<file path="config.mk">
export PLATFORM = sky130hd
export DESIGN_NAME = vsq_register_port
export DESIGN_NICKNAME = d
export VERILOG_FILES = /design/src/design/vsq_crt_file.v /design/src/design/vsq_register_port.v
export VERILOG_INCLUDE_DIRS = /design/src /design/src/design
export SDC_FILE = /design/constraint.sdc
export NUM_CORES = 2
export LEC_CHECK = 0
export BUFFER_PORTS_ARGS = -buffer_cell sky130_fd_sc_hd__clkbuf_2
export CAP_MARGIN = 0
export CELL_PAD_IN_SITES_DETAIL_PLACEMENT = 0
export CELL_PAD_IN_SITES_GLOBAL_PLACEMENT = 1
export CORE_MARGIN = 4
export CORE_UTILIZATION = 60
export CTS_CLUSTER_DIAMETER = 50
export DETAILED_ROUTE_END_ITERATION = 8
export HOLD_SLACK_MARGIN = 0.15
export PLACE_DENSITY = 0.83
export SLEW_MARGIN = 5
export SYNTH_ARGS = -nofsm -noshare
export SYNTH_HDL_FRONTEND = slang
export SYNTH_SLANG_ARGS = --single-unit
</file>
<file path="constraint.sdc">
create_clock -name core_clk -period 4.9 [get_ports core_clk]
set_clock_uncertainty 0.1 [all_clocks]
set_input_delay 0.245 -clock core_clk [delete_from_list [all_inputs] [get_ports core_clk]]
set_output_delay 0.245 -clock core_clk [all_outputs]
set_load 0.05 [all_outputs]
</file>
<file path="src/design/vsq_defines.vh">
// constants for the sequencer and crt controller register port
`ifndef VSQ_DEFINES_VH
`define VSQ_DEFINES_VH
// ==========================================================
// io port addresses
`define VSQ_SEQ_INDEX_PORT   16'h03c4
`define VSQ_SEQUENCER_DATA_PORT_PORT    16'h03c5
`define VSQ_MISC_WRITE_PORT  16'h03c2
`define VSQ_MISC_READ_PORT   16'h03cc
`define VSQ_CRT_MONO_BASE    16'h03b0
`define VSQ_CRT_COLOR_BASE   16'h03d0
`define VSQ_CRT_INDEX_OFS    16'h0004
`define VSQ_CRT_DATA_OFS     16'h0005
// ==========================================================
// sequencer indices
`define VSQ_IDX_RESET        5'h00
`define VSQ_IDX_CLOCKING     5'h01
`define VSQ_IDX_PLANE_WE     5'h02
`define VSQ_IDX_FONT         5'h03
`define VSQ_IDX_MEMMODE      5'h04
// ==========================================================
// writable bit masks
`define VSQ_MASK_RESET       8'h03
`define VSQ_MASK_CLOCKING    8'h3d
`define VSQ_MASK_PLANE_WE    8'h0f
`define VSQ_MASK_FONT        8'h3f
`define VSQ_MASK_MEMMODE     8'h0e
`define VSQ_MASK_SEQ_INDEX   8'h1f
// ==========================================================
// field positions
`define VSQ_CLK_EIGHT_DOT    0
`define VSQ_CLK_LOAD_SECOND  2
`define VSQ_CLK_HALF_DOT     3
`define VSQ_CLK_LOAD_FOURTH  4
`define VSQ_CLK_SCREEN_OFF   5
`define VSQ_MEM_EXTENDED     1
`define VSQ_MEM_SEQUENTIAL   2
`define VSQ_MEM_CHAIN_FOUR   3
`define VSQ_MISC_IO_SELECT   0
// ==========================================================
// reset values
`define VSQ_RESET_VALUE      8'h00
`endif

</file>
<file path="src/design/vsq_crt_file.v">
// crt controller indexed storage with registered read data
`timescale 1ns/10ps
module vsq_crt_file
(
    core_clk,
    wr_en,
    wr_addr,
    wr_data,
    rd_addr,
    rd_data
);
    input  wire       core_clk;  // host io clock
    input  wire       wr_en;     // write strobe
    input  wire [7:0] wr_addr;   // write index
    input  wire [7:0] wr_data;   // write byte
    input  wire [7:0] rd_addr;   // read index
    output reg  [7:0] rd_data;   // registered read byte

    reg [7:0] mem [0:255];       // crt controller and extension registers

    // ==========================================================
    // storage, contents undefined after power-on
    always @(posedge core_clk)
    begin
        if (wr_en)
        begin
            mem[wr_addr] <= wr_data;
        end
        rd_data <= mem[rd_addr];
    end
endmodule

</file>
<file path="src/design/vsq_register_port.v">
// sequencer register bank with crt controller index and data ports
`timescale 1ns/10ps
`include "vsq_defines.vh"
module vsq_register_port
(
    core_clk,
    arst_n,
    io_addr,
    io_wr,
    io_rd,
    io_wdata,
    io_rdata,
    io_rvalid,
    attr_bit3,
    cpu_addr_low,
    eight_dot_char_select,
    serializer_load_every_second,
    half_dot_clock,
    serializer_load_every_fourth,
    screen_disable,
    plane_write_enable,
    extended_memory_access,
    sequential_addressing,
    chain_four_mode,
    io_base_select,
    font_region,
    font_switch_active,
    cpu_write_planes,
    cpu_read_plane
);
    // ==========================================================
    // host io bus
    input  wire        core_clk;                      // host io clock
    input  wire        arst_n;                        // asynchronous reset, low active
    input  wire [15:0] io_addr;                       // io port address
    input  wire        io_wr;                         // one-cycle write strobe
    input  wire        io_rd;                         // one-cycle read strobe
    input  wire [7:0]  io_wdata;                      // write byte
    output reg  [7:0]  io_rdata;                      // read byte
    output reg         io_rvalid;                     // read data valid pulse
    // ==========================================================
    // same-clock inputs from the display and memory paths
    input  wire        attr_bit3;                     // text attribute bit 3 (same clock)
    input  wire [1:0]  cpu_addr_low;                  // cpu address a1:a0 (same clock)
    // ==========================================================
    // registered controls toward the display and memory paths
    output reg         eight_dot_char_select;         // 1 = eight dot characters
    output reg         serializer_load_every_second;  // load every second char clock
    output reg         half_dot_clock;                // internal dot clock halved
    output reg         serializer_load_every_fourth;  // load every fourth char clock
    output reg         screen_disable;                // screen off
    output reg  [3:0]  plane_write_enable;            // plane write gates
    output reg         extended_memory_access;        // full 256k reach
    output reg         sequential_addressing;         // sequential cpu writes
    output reg         chain_four_mode;               // modulo four planes
    output reg         io_base_select;                // 0 mono, 1 color base
    output reg  [2:0]  font_region;                   // selected 8k region of plane 2
    output reg         font_switch_active;            // attribute bit 3 swaps fonts
    output reg  [3:0]  cpu_write_planes;              // planes a cpu write may touch
    output reg  [1:0]  cpu_read_plane;                // plane for chain four access

    // ==========================================================
    // register storage
    // reserved bits are left out or masked at write, so they read zero
    reg [4:0] sequencer_index;         // sequencer index value
    reg [1:0] sequencer_reset_compat;  // legacy reset bits
    reg [7:0] clocking_mode;           // clocking mode
    reg [3:0] plane_we_reg;            // plane write enable
    reg [5:0] font_bank_select;        // font select
    reg [7:0] memory_addressing_mode;  // memory mode
    reg [7:0] crt_controller_index;    // crt index
    reg       misc_io_select;          // io base select bit

    // ==========================================================
    // decode and read path nets
    wire [15:0] crt_base;              // current crt port base
    wire        hit_seq_idx;           // sequencer index port hit
    wire        hit_seq_dat;           // sequencer data port hit
    wire        hit_crt_idx;           // crt index port hit
    wire        hit_crt_dat;           // crt data port hit
    wire        hit_misc_w;            // misc output write hit
    wire        hit_misc_r;            // misc output read hit
    wire [7:0]  crt_rd;                // crt file read data
    reg         crt_rd_pend;           // crt read in flight
    reg  [7:0]  next_seq_rdata;        // sequencer read mux
    wire [2:0]  font_a_bank;           // font a region
    wire [2:0]  font_b_bank;           // font b region
    wire [15:0] crt_index_port;        // crt index port at current base
    wire [15:0] crt_data_port;         // crt data port at current base

    // ==========================================================
    // address decode
    assign crt_base    = misc_io_select ? `VSQ_CRT_COLOR_BASE : `VSQ_CRT_MONO_BASE;
    assign hit_seq_idx = (io_addr == `VSQ_SEQ_INDEX_PORT);
    assign hit_seq_dat = (io_addr == `VSQ_SEQUENCER_DATA_PORT_PORT);
    // mono and color groups share offsets; only the active base answers
    assign crt_index_port = crt_base + `VSQ_CRT_INDEX_OFS;
    assign crt_data_port  = crt_base + `VSQ_CRT_DATA_OFS;
    assign hit_crt_idx = (io_addr == crt_index_port);
    assign hit_crt_dat = (io_addr == crt_data_port);
    assign hit_misc_w  = (io_addr == `VSQ_MISC_WRITE_PORT);
    assign hit_misc_r  = (io_addr == `VSQ_MISC_READ_PORT);

    // font region decode: stored bit order {hi,lo1,lo0} maps hi to region lsb
    function [2:0] vsq_font_region;
        input [2:0] sel;  // {bit4or5, bit1or3, bit0or2}
        begin
            vsq_font_region = {sel[1], sel[0], sel[2]};
        end
    endfunction

    // without extended memory only regions 0 and 4 exist: keep the msb
    function [2:0] vsq_font_limit;
        input [2:0] region;  // decoded region
        input       ext;     // extended memory bit
        begin
            vsq_font_limit = ext ? region : {region[2], 2'b00};
        end
    endfunction

    assign font_b_bank = vsq_font_region({font_bank_select[4], font_bank_select[1:0]});
    assign font_a_bank = vsq_font_region({font_bank_select[5], font_bank_select[3:2]});

    // ==========================================================
    // crt controller storage, addressed by the held index
    // write and read share the index, so data accesses never move it
    vsq_crt_file u_crt_file
    (
        .core_clk (core_clk),
        .wr_en    (io_wr & hit_crt_dat),
        .wr_addr  (crt_controller_index),
        .wr_data  (io_wdata),
        .rd_addr  (crt_controller_index),
        .rd_data  (crt_rd)
    );

    // ==========================================================
    // host writes to index and sequencer registers
    // index, misc base bit and sequencer data share one process
    always @(posedge core_clk or negedge arst_n)
    begin
        if (!arst_n)
        begin
            // every register starts from its power-on default
            sequencer_index        <= 5'h00;
            sequencer_reset_compat <= 2'b00;
            clocking_mode          <= `VSQ_RESET_VALUE;
            plane_we_reg           <= 4'h0;
            font_bank_select       <= 6'h00;
            memory_addressing_mode <= `VSQ_RESET_VALUE;
            crt_controller_index   <= `VSQ_RESET_VALUE;
            misc_io_select         <= 1'b0;
        end
        else if (io_wr)
        begin
            // index registers change only by direct write, never auto increment
            if (hit_seq_idx)
            begin
                sequencer_index <= io_wdata[4:0];
            end
            if (hit_crt_idx)
            begin
                crt_controller_index <= io_wdata;
            end
            if (hit_misc_w)
            begin
                // only the base select bit is kept here
                misc_io_select <= io_wdata[`VSQ_MISC_IO_SELECT];
            end
            if (hit_seq_dat)
            begin
                // masked storage keeps reserved bits at zero
                case (sequencer_index)
                    `VSQ_IDX_RESET:    sequencer_reset_compat <= io_wdata[1:0];
                    `VSQ_IDX_CLOCKING: clocking_mode <= io_wdata & `VSQ_MASK_CLOCKING;
                    `VSQ_IDX_PLANE_WE: plane_we_reg <= io_wdata[3:0];
                    `VSQ_IDX_FONT:     font_bank_select <= io_wdata[5:0];
                    `VSQ_IDX_MEMMODE:  memory_addressing_mode <= io_wdata & `VSQ_MASK_MEMMODE;
                    // indices 5..31 have no storage, writes vanish
                    default:           sequencer_index <= sequencer_index;
                endcase
            end
        end
    end

    // ==========================================================
    // sequencer read mux
    // narrow storage pads reserved bits with zeros
    always @*
    begin
        case (sequencer_index)
            `VSQ_IDX_RESET:    next_seq_rdata = {6'h00, sequencer_reset_compat};
            `VSQ_IDX_CLOCKING: next_seq_rdata = clocking_mode;
            `VSQ_IDX_PLANE_WE: next_seq_rdata = {4'h0, plane_we_reg};
            `VSQ_IDX_FONT:     next_seq_rdata = {2'b00, font_bank_select};
            `VSQ_IDX_MEMMODE:  next_seq_rdata = memory_addressing_mode;
            // indices without storage
            default:           next_seq_rdata = 8'h00;  // unmapped index reads zero
        endcase
    end

    // ==========================================================
    // read answer: one cycle for local registers, two for crt data
    always @(posedge core_clk or negedge arst_n)
    begin
        if (!arst_n)
        begin
            io_rdata    <= 8'h00;
            io_rvalid   <= 1'b0;
            crt_rd_pend <= 1'b0;
        end
        else
        begin
            io_rvalid   <= 1'b0;
            // crt data needs an extra cycle: the file registers its read
            crt_rd_pend <= io_rd & hit_crt_dat;
            // a pending crt answer wins; the host must not overlap it
            if (crt_rd_pend)
            begin
                io_rdata  <= crt_rd;
                io_rvalid <= 1'b1;
            end
            // local answers come straight from the registers
            else if (io_rd & ~hit_crt_dat)
            begin
                io_rvalid <= 1'b1;
                if (hit_seq_idx)
                    io_rdata <= {3'b000, sequencer_index};
                else if (hit_seq_dat)
                    io_rdata <= next_seq_rdata;
                else if (hit_crt_idx)
                    io_rdata <= crt_controller_index;
                else if (hit_misc_r)
                    io_rdata <= {7'h00, misc_io_select};
                // unmapped ports answer zero
                else
                    io_rdata <= 8'h00;
            end
        end
    end

    // ==========================================================
    // decoded controls registered toward the display and memory paths
    always @(posedge core_clk or negedge arst_n)
    begin
        if (!arst_n)
        begin
            // controls idle while the registers are clear
            eight_dot_char_select        <= 1'b0;
            serializer_load_every_second <= 1'b0;
            half_dot_clock               <= 1'b0;
            serializer_load_every_fourth <= 1'b0;
            screen_disable               <= 1'b0;
            plane_write_enable           <= 4'h0;
            extended_memory_access       <= 1'b0;
            sequential_addressing        <= 1'b0;
            chain_four_mode              <= 1'b0;
            io_base_select               <= 1'b0;
            font_region                  <= 3'b000;
            font_switch_active           <= 1'b0;
            cpu_write_planes             <= 4'h0;
            cpu_read_plane               <= 2'b00;
        end
        else
        begin
            // clocking fields, one cycle behind the register
            eight_dot_char_select        <= clocking_mode[`VSQ_CLK_EIGHT_DOT];
            serializer_load_every_second <= clocking_mode[`VSQ_CLK_LOAD_SECOND];
            half_dot_clock               <= clocking_mode[`VSQ_CLK_HALF_DOT];
            serializer_load_every_fourth <= clocking_mode[`VSQ_CLK_LOAD_FOURTH];
            screen_disable               <= clocking_mode[`VSQ_CLK_SCREEN_OFF];
            // plane gating and memory mode fields
            plane_write_enable           <= plane_we_reg;
            extended_memory_access       <= memory_addressing_mode[`VSQ_MEM_EXTENDED];
            sequential_addressing        <= memory_addressing_mode[`VSQ_MEM_SEQUENTIAL];
            chain_four_mode              <= memory_addressing_mode[`VSQ_MEM_CHAIN_FOUR];
            // base select mirrored for the rest of the chip
            io_base_select               <= misc_io_select;
            // the switch is live only when the two selections differ
            font_switch_active           <= (font_a_bank != font_b_bank);
            // attribute bit 3 picks b or a only while the selections differ
            if ((font_a_bank != font_b_bank) && attr_bit3)
                font_region <= vsq_font_limit(font_b_bank, memory_addressing_mode[`VSQ_MEM_EXTENDED]);
            else
                font_region <= vsq_font_limit(font_a_bank, memory_addressing_mode[`VSQ_MEM_EXTENDED]);
            // plane routing for cpu access
            cpu_read_plane <= cpu_addr_low;
            // chain four: one plane picked by a1:a0
            if (memory_addressing_mode[`VSQ_MEM_CHAIN_FOUR])
                cpu_write_planes <= plane_we_reg & (4'h1 << cpu_addr_low);
            // sequential: every enabled plane
            else if (memory_addressing_mode[`VSQ_MEM_SEQUENTIAL])
                cpu_write_planes <= plane_we_reg;
            // odd/even: odd addresses reach planes 1 and 3
            else if (cpu_addr_low[0])
                cpu_write_planes <= plane_we_reg & 4'ha;
            // even addresses reach planes 0 and 2
            else
                cpu_write_planes <= plane_we_reg & 4'h5;
        end
    end
endmodule

</file>
==> impl_metrics.env <==
export IMPL_io_pins=63
export IMPL_synth_edff_count=2048
export IMPL_fin_hold_ws_ns=0.1796
export IMPL_outcome="completed"
export IMPL_total_power_w=0.03623
export IMPL_layout_commonest_cell="edfxtp_1"
export IMPL_path_clk_slew_ns=0.07
export IMPL_met2_usage_pct=45.62
export IMPL_grt_use_met1_pct=42.55
export IMPL_ir_drop_uv=363.9
export IMPL_grt_max_degree=157
export IMPL_worst_setup_path_start_kind="flop"
export IMPL_layout_nets=4192
export IMPL_busiest_layer="met2"
export IMPL_regMostFlops="u_crt_file.mem"
export IMPL_seq_area_mm2=0.06335
export IMPL_postCtsSetupBuffers=0
export IMPL_die_area_mm2=0.1431
export IMPL_clkPwrFrac_pct=44.1
export IMPL_synthCells=3785
export IMPL_gp_congestion=0.9218
export IMPL_p_leak_nw=28.90
export IMPL_final_min_clock_period_ns=4.222
export IMPL_max_freq_mhz=236.9
export IMPL_tightest_slew_ns=1.362
export IMPL_wirelength_mm=212.1
export IMPL_grt_util_met3_pct=7.998
export IMPL_setup_viol=0
export IMPL_grt_pass1_vias=42138
export IMPL_cts_htree_levels=4
export IMPL_r2r_cells=8
export IMPL_portBuffers=62
export IMPL_die_y_um=378.3
export IMPL_crit_path_end_kind="flop"
export IMPL_dp_cells=5697
export IMPL_critPathMaxFanout=27
export IMPL_intPower_w=0.02910
export IMPL_powerDensity_mw_per_mm2=387.2
export IMPL_numCtsBuffers=204
export IMPL_setup_tns_ns=0
export IMPL_p_switching_w=0.007126
export IMPL_grtUsageTotal_pct=30.26
export IMPL_required_ns=5.52
export IMPL_worstSetupPathType="flop to flop"
export IMPL_combPwrFrac_pct=1.0
export IMPL_pwr_share_seq_pct=54.9
export IMPL_cts_root_buffer="clkbuf_16"
export IMPL_synth_seq_area_share_pct=76.99
export IMPL_core_area_mm2=0.1358
export IMPL_final_cell_mix="edfxtp_1, mux4_2, nor2_1"
export IMPL_hold_viol=0
export IMPL_rows=135
export IMPL_syn_num_nets=3816
export IMPL_cts_tree="yes"
export IMPL_multi_input_area_mm2=0.01780
export IMPL_fillers=8134
export IMPL_synth_area_per_cell_um2=21.73
export IMPL_cp_arrival_ns=4.84
export IMPL_clock_sinks=2123
export IMPL_drcViolationCount=0
export IMPL_initial_core_util_pct=60.58
export IMPL_slew_headroom_pct=9.233
export IMPL_hpwlAfterDp_mm=128.0
export IMPL_syn_to_final_growth_pct=13.73
export IMPL_gr_total_overflow=0
export IMPL_ant_nets=0
export IMPL_drt_initial_drc_count=6731
export IMPL_yosys_warnings=0
export IMPL_hold_path_class="primary input to flop"
export IMPL_drive_gt1_share_pct=28.71
export IMPL_yosys_cell_types_count=68
export IMPL_drv_slew=0
export IMPL_drv_cap=0
export IMPL_hold_depth=1
export IMPL_p_sw_share_pct=19.67
export IMPL_antenna_found_initial=8
export IMPL_clk_latency_ns=0.84
export IMPL_syn_area_mm2=0.08227
export IMPL_via_per_inst=6.937
export IMPL_dr_pass1_iters=6
export IMPL_cts_resized=0
export IMPL_ys_ff_latch=2123
export IMPL_wl_per_cell_um=34.60
export IMPL_min_period_over_period_pct=86.16
export IMPL_grt_pass1_wl_mm=305.8
export IMPL_vias=42517
export IMPL_ys_flop_type="edfxtp_1"
export IMPL_largest_reg_flops=2048
export IMPL_rsz0062_at_grt="false"
export IMPL_clockBufferDepth=3
export IMPL_ctsHoldBuffers=39
export IMPL_finalNonFillerCells=6129
export IMPL_async_reset_ff_share_pct=3.156
export IMPL_die_w_um=378.3
power by group through the flow:
stage / clock network (W) / registers, W / logic (W)
after CTS: 0.0161 / 0.0199 / 0.000376
after global routing: 0.0169 / 0.0199 / 0.000406
final: 0.0160 / 0.0199 / 0.000376
after detailed placement: 0 / 0.0203 / 0.000359
after global placement: 0 / 0.0203 / 0.000338
after floorplan: 0 / 0.0203 / 0.0000166
worst max-delay path, stage by stage (launching register included):
cell and delay, ns:
dfrtp_4 0.81, buf_12 0.31, buf_12 0.27, mux4_2 0.53
a22oi_1 0.21, a21oi_1 0.20, nor4_1 0.75, o22ai_1 0.43
a211o_1 0.37
cell families after synthesis:
family,synth area share [%]
compound gates,2.202
xor+xnor,0.03195
buf+inv,1.408
flops,76.99
mux,16.68
simple gates,2.688
worst paths after layout:
path / from / to / slack [ns]
min in group asynchronous: arst_n / plane_write_enable[3] / 0.60
worst min-delay path: io_wdata[5] / u_crt_file.mem[129][5] / 0.18
worst min register to register: clocking_mode[2] / serializer_load_every_second / 0.29
max in group asynchronous: arst_n / crt_controller_index[2] / 3.41
worst max-delay path: crt_controller_index[0] / u_crt_file.rd_data[2] / 0.68
worst max register to register: crt_controller_index[0] / u_crt_file.rd_data[2] / 0.68
Yosys cell counts (8+ instances only):
cell type | number | area (um2)
o22ai_1 | 26 | 162.7
and2_1 | 8 | 50.05
nand3_1 | 28 | 140.1
buf_2 | 77 | 385.4
mux2_2 | 47 | 529.3
dfrtp_1 | 67 | 1677
dfxtp_1 | 8 | 160.2
nand2_1 | 86 | 322.8
a22o_1 | 17 | 148.9
nor2b_1 | 20 | 125.1
nor2_1 | 283 | 1062
buf_1 | 16 | 60.06
a21oi_1 | 44 | 220.2
nor4_1 | 13 | 81.33
o21ai_0 | 16 | 80.08
mux4_2 | 544 | 12250
buf_4 | 20 | 150.1
edfxtp_1 | 2048 | 61500
a22oi_1 | 88 | 660.6
buf_6 | 18 | 202.7
nand2b_1 | 9 | 56.30
mux2i_1 | 94 | 940.9
nor3_1 | 13 | 65.06
clkbuf_1 | 79 | 296.5
metal layers:
metal | wire length, um | up-vias
met5 | 0 | -
met4 | 10340 | 0
met3 | 26050 | 557
met2 | 99230 | 3175
met1 | 76470 | 22149
li1 | - | 16636
through the flow:
step | util [%] | instance area [um2] | setup WS (ns)
final | 68.89 | 93560 | 0.6783
after global routing | 68.88 | 93540 | 0.7457
after CTS | 68.87 | 93530 | 0.8370
after detailed placement | 63.55 | 86300 | 0.8716
after global placement | 63.55 | 86300 | 0.8471
after floorplan | - | 82270 | 1.889
cell type report:
type                            instances  share of cell area (%)
Antenna cell                           11                 0.02942
Clock inverter                        113                   1.459
Clock buffer                          269                   5.859
Inverter                                5                 0.02006
Timing Repair Buffer                  383                   3.514
Tap cell                             1781                   2.382
Sequential cell                      2123                   67.71
Multi-Input combinational cell       1444                   19.03
Power figures use the tool's default switching activity.
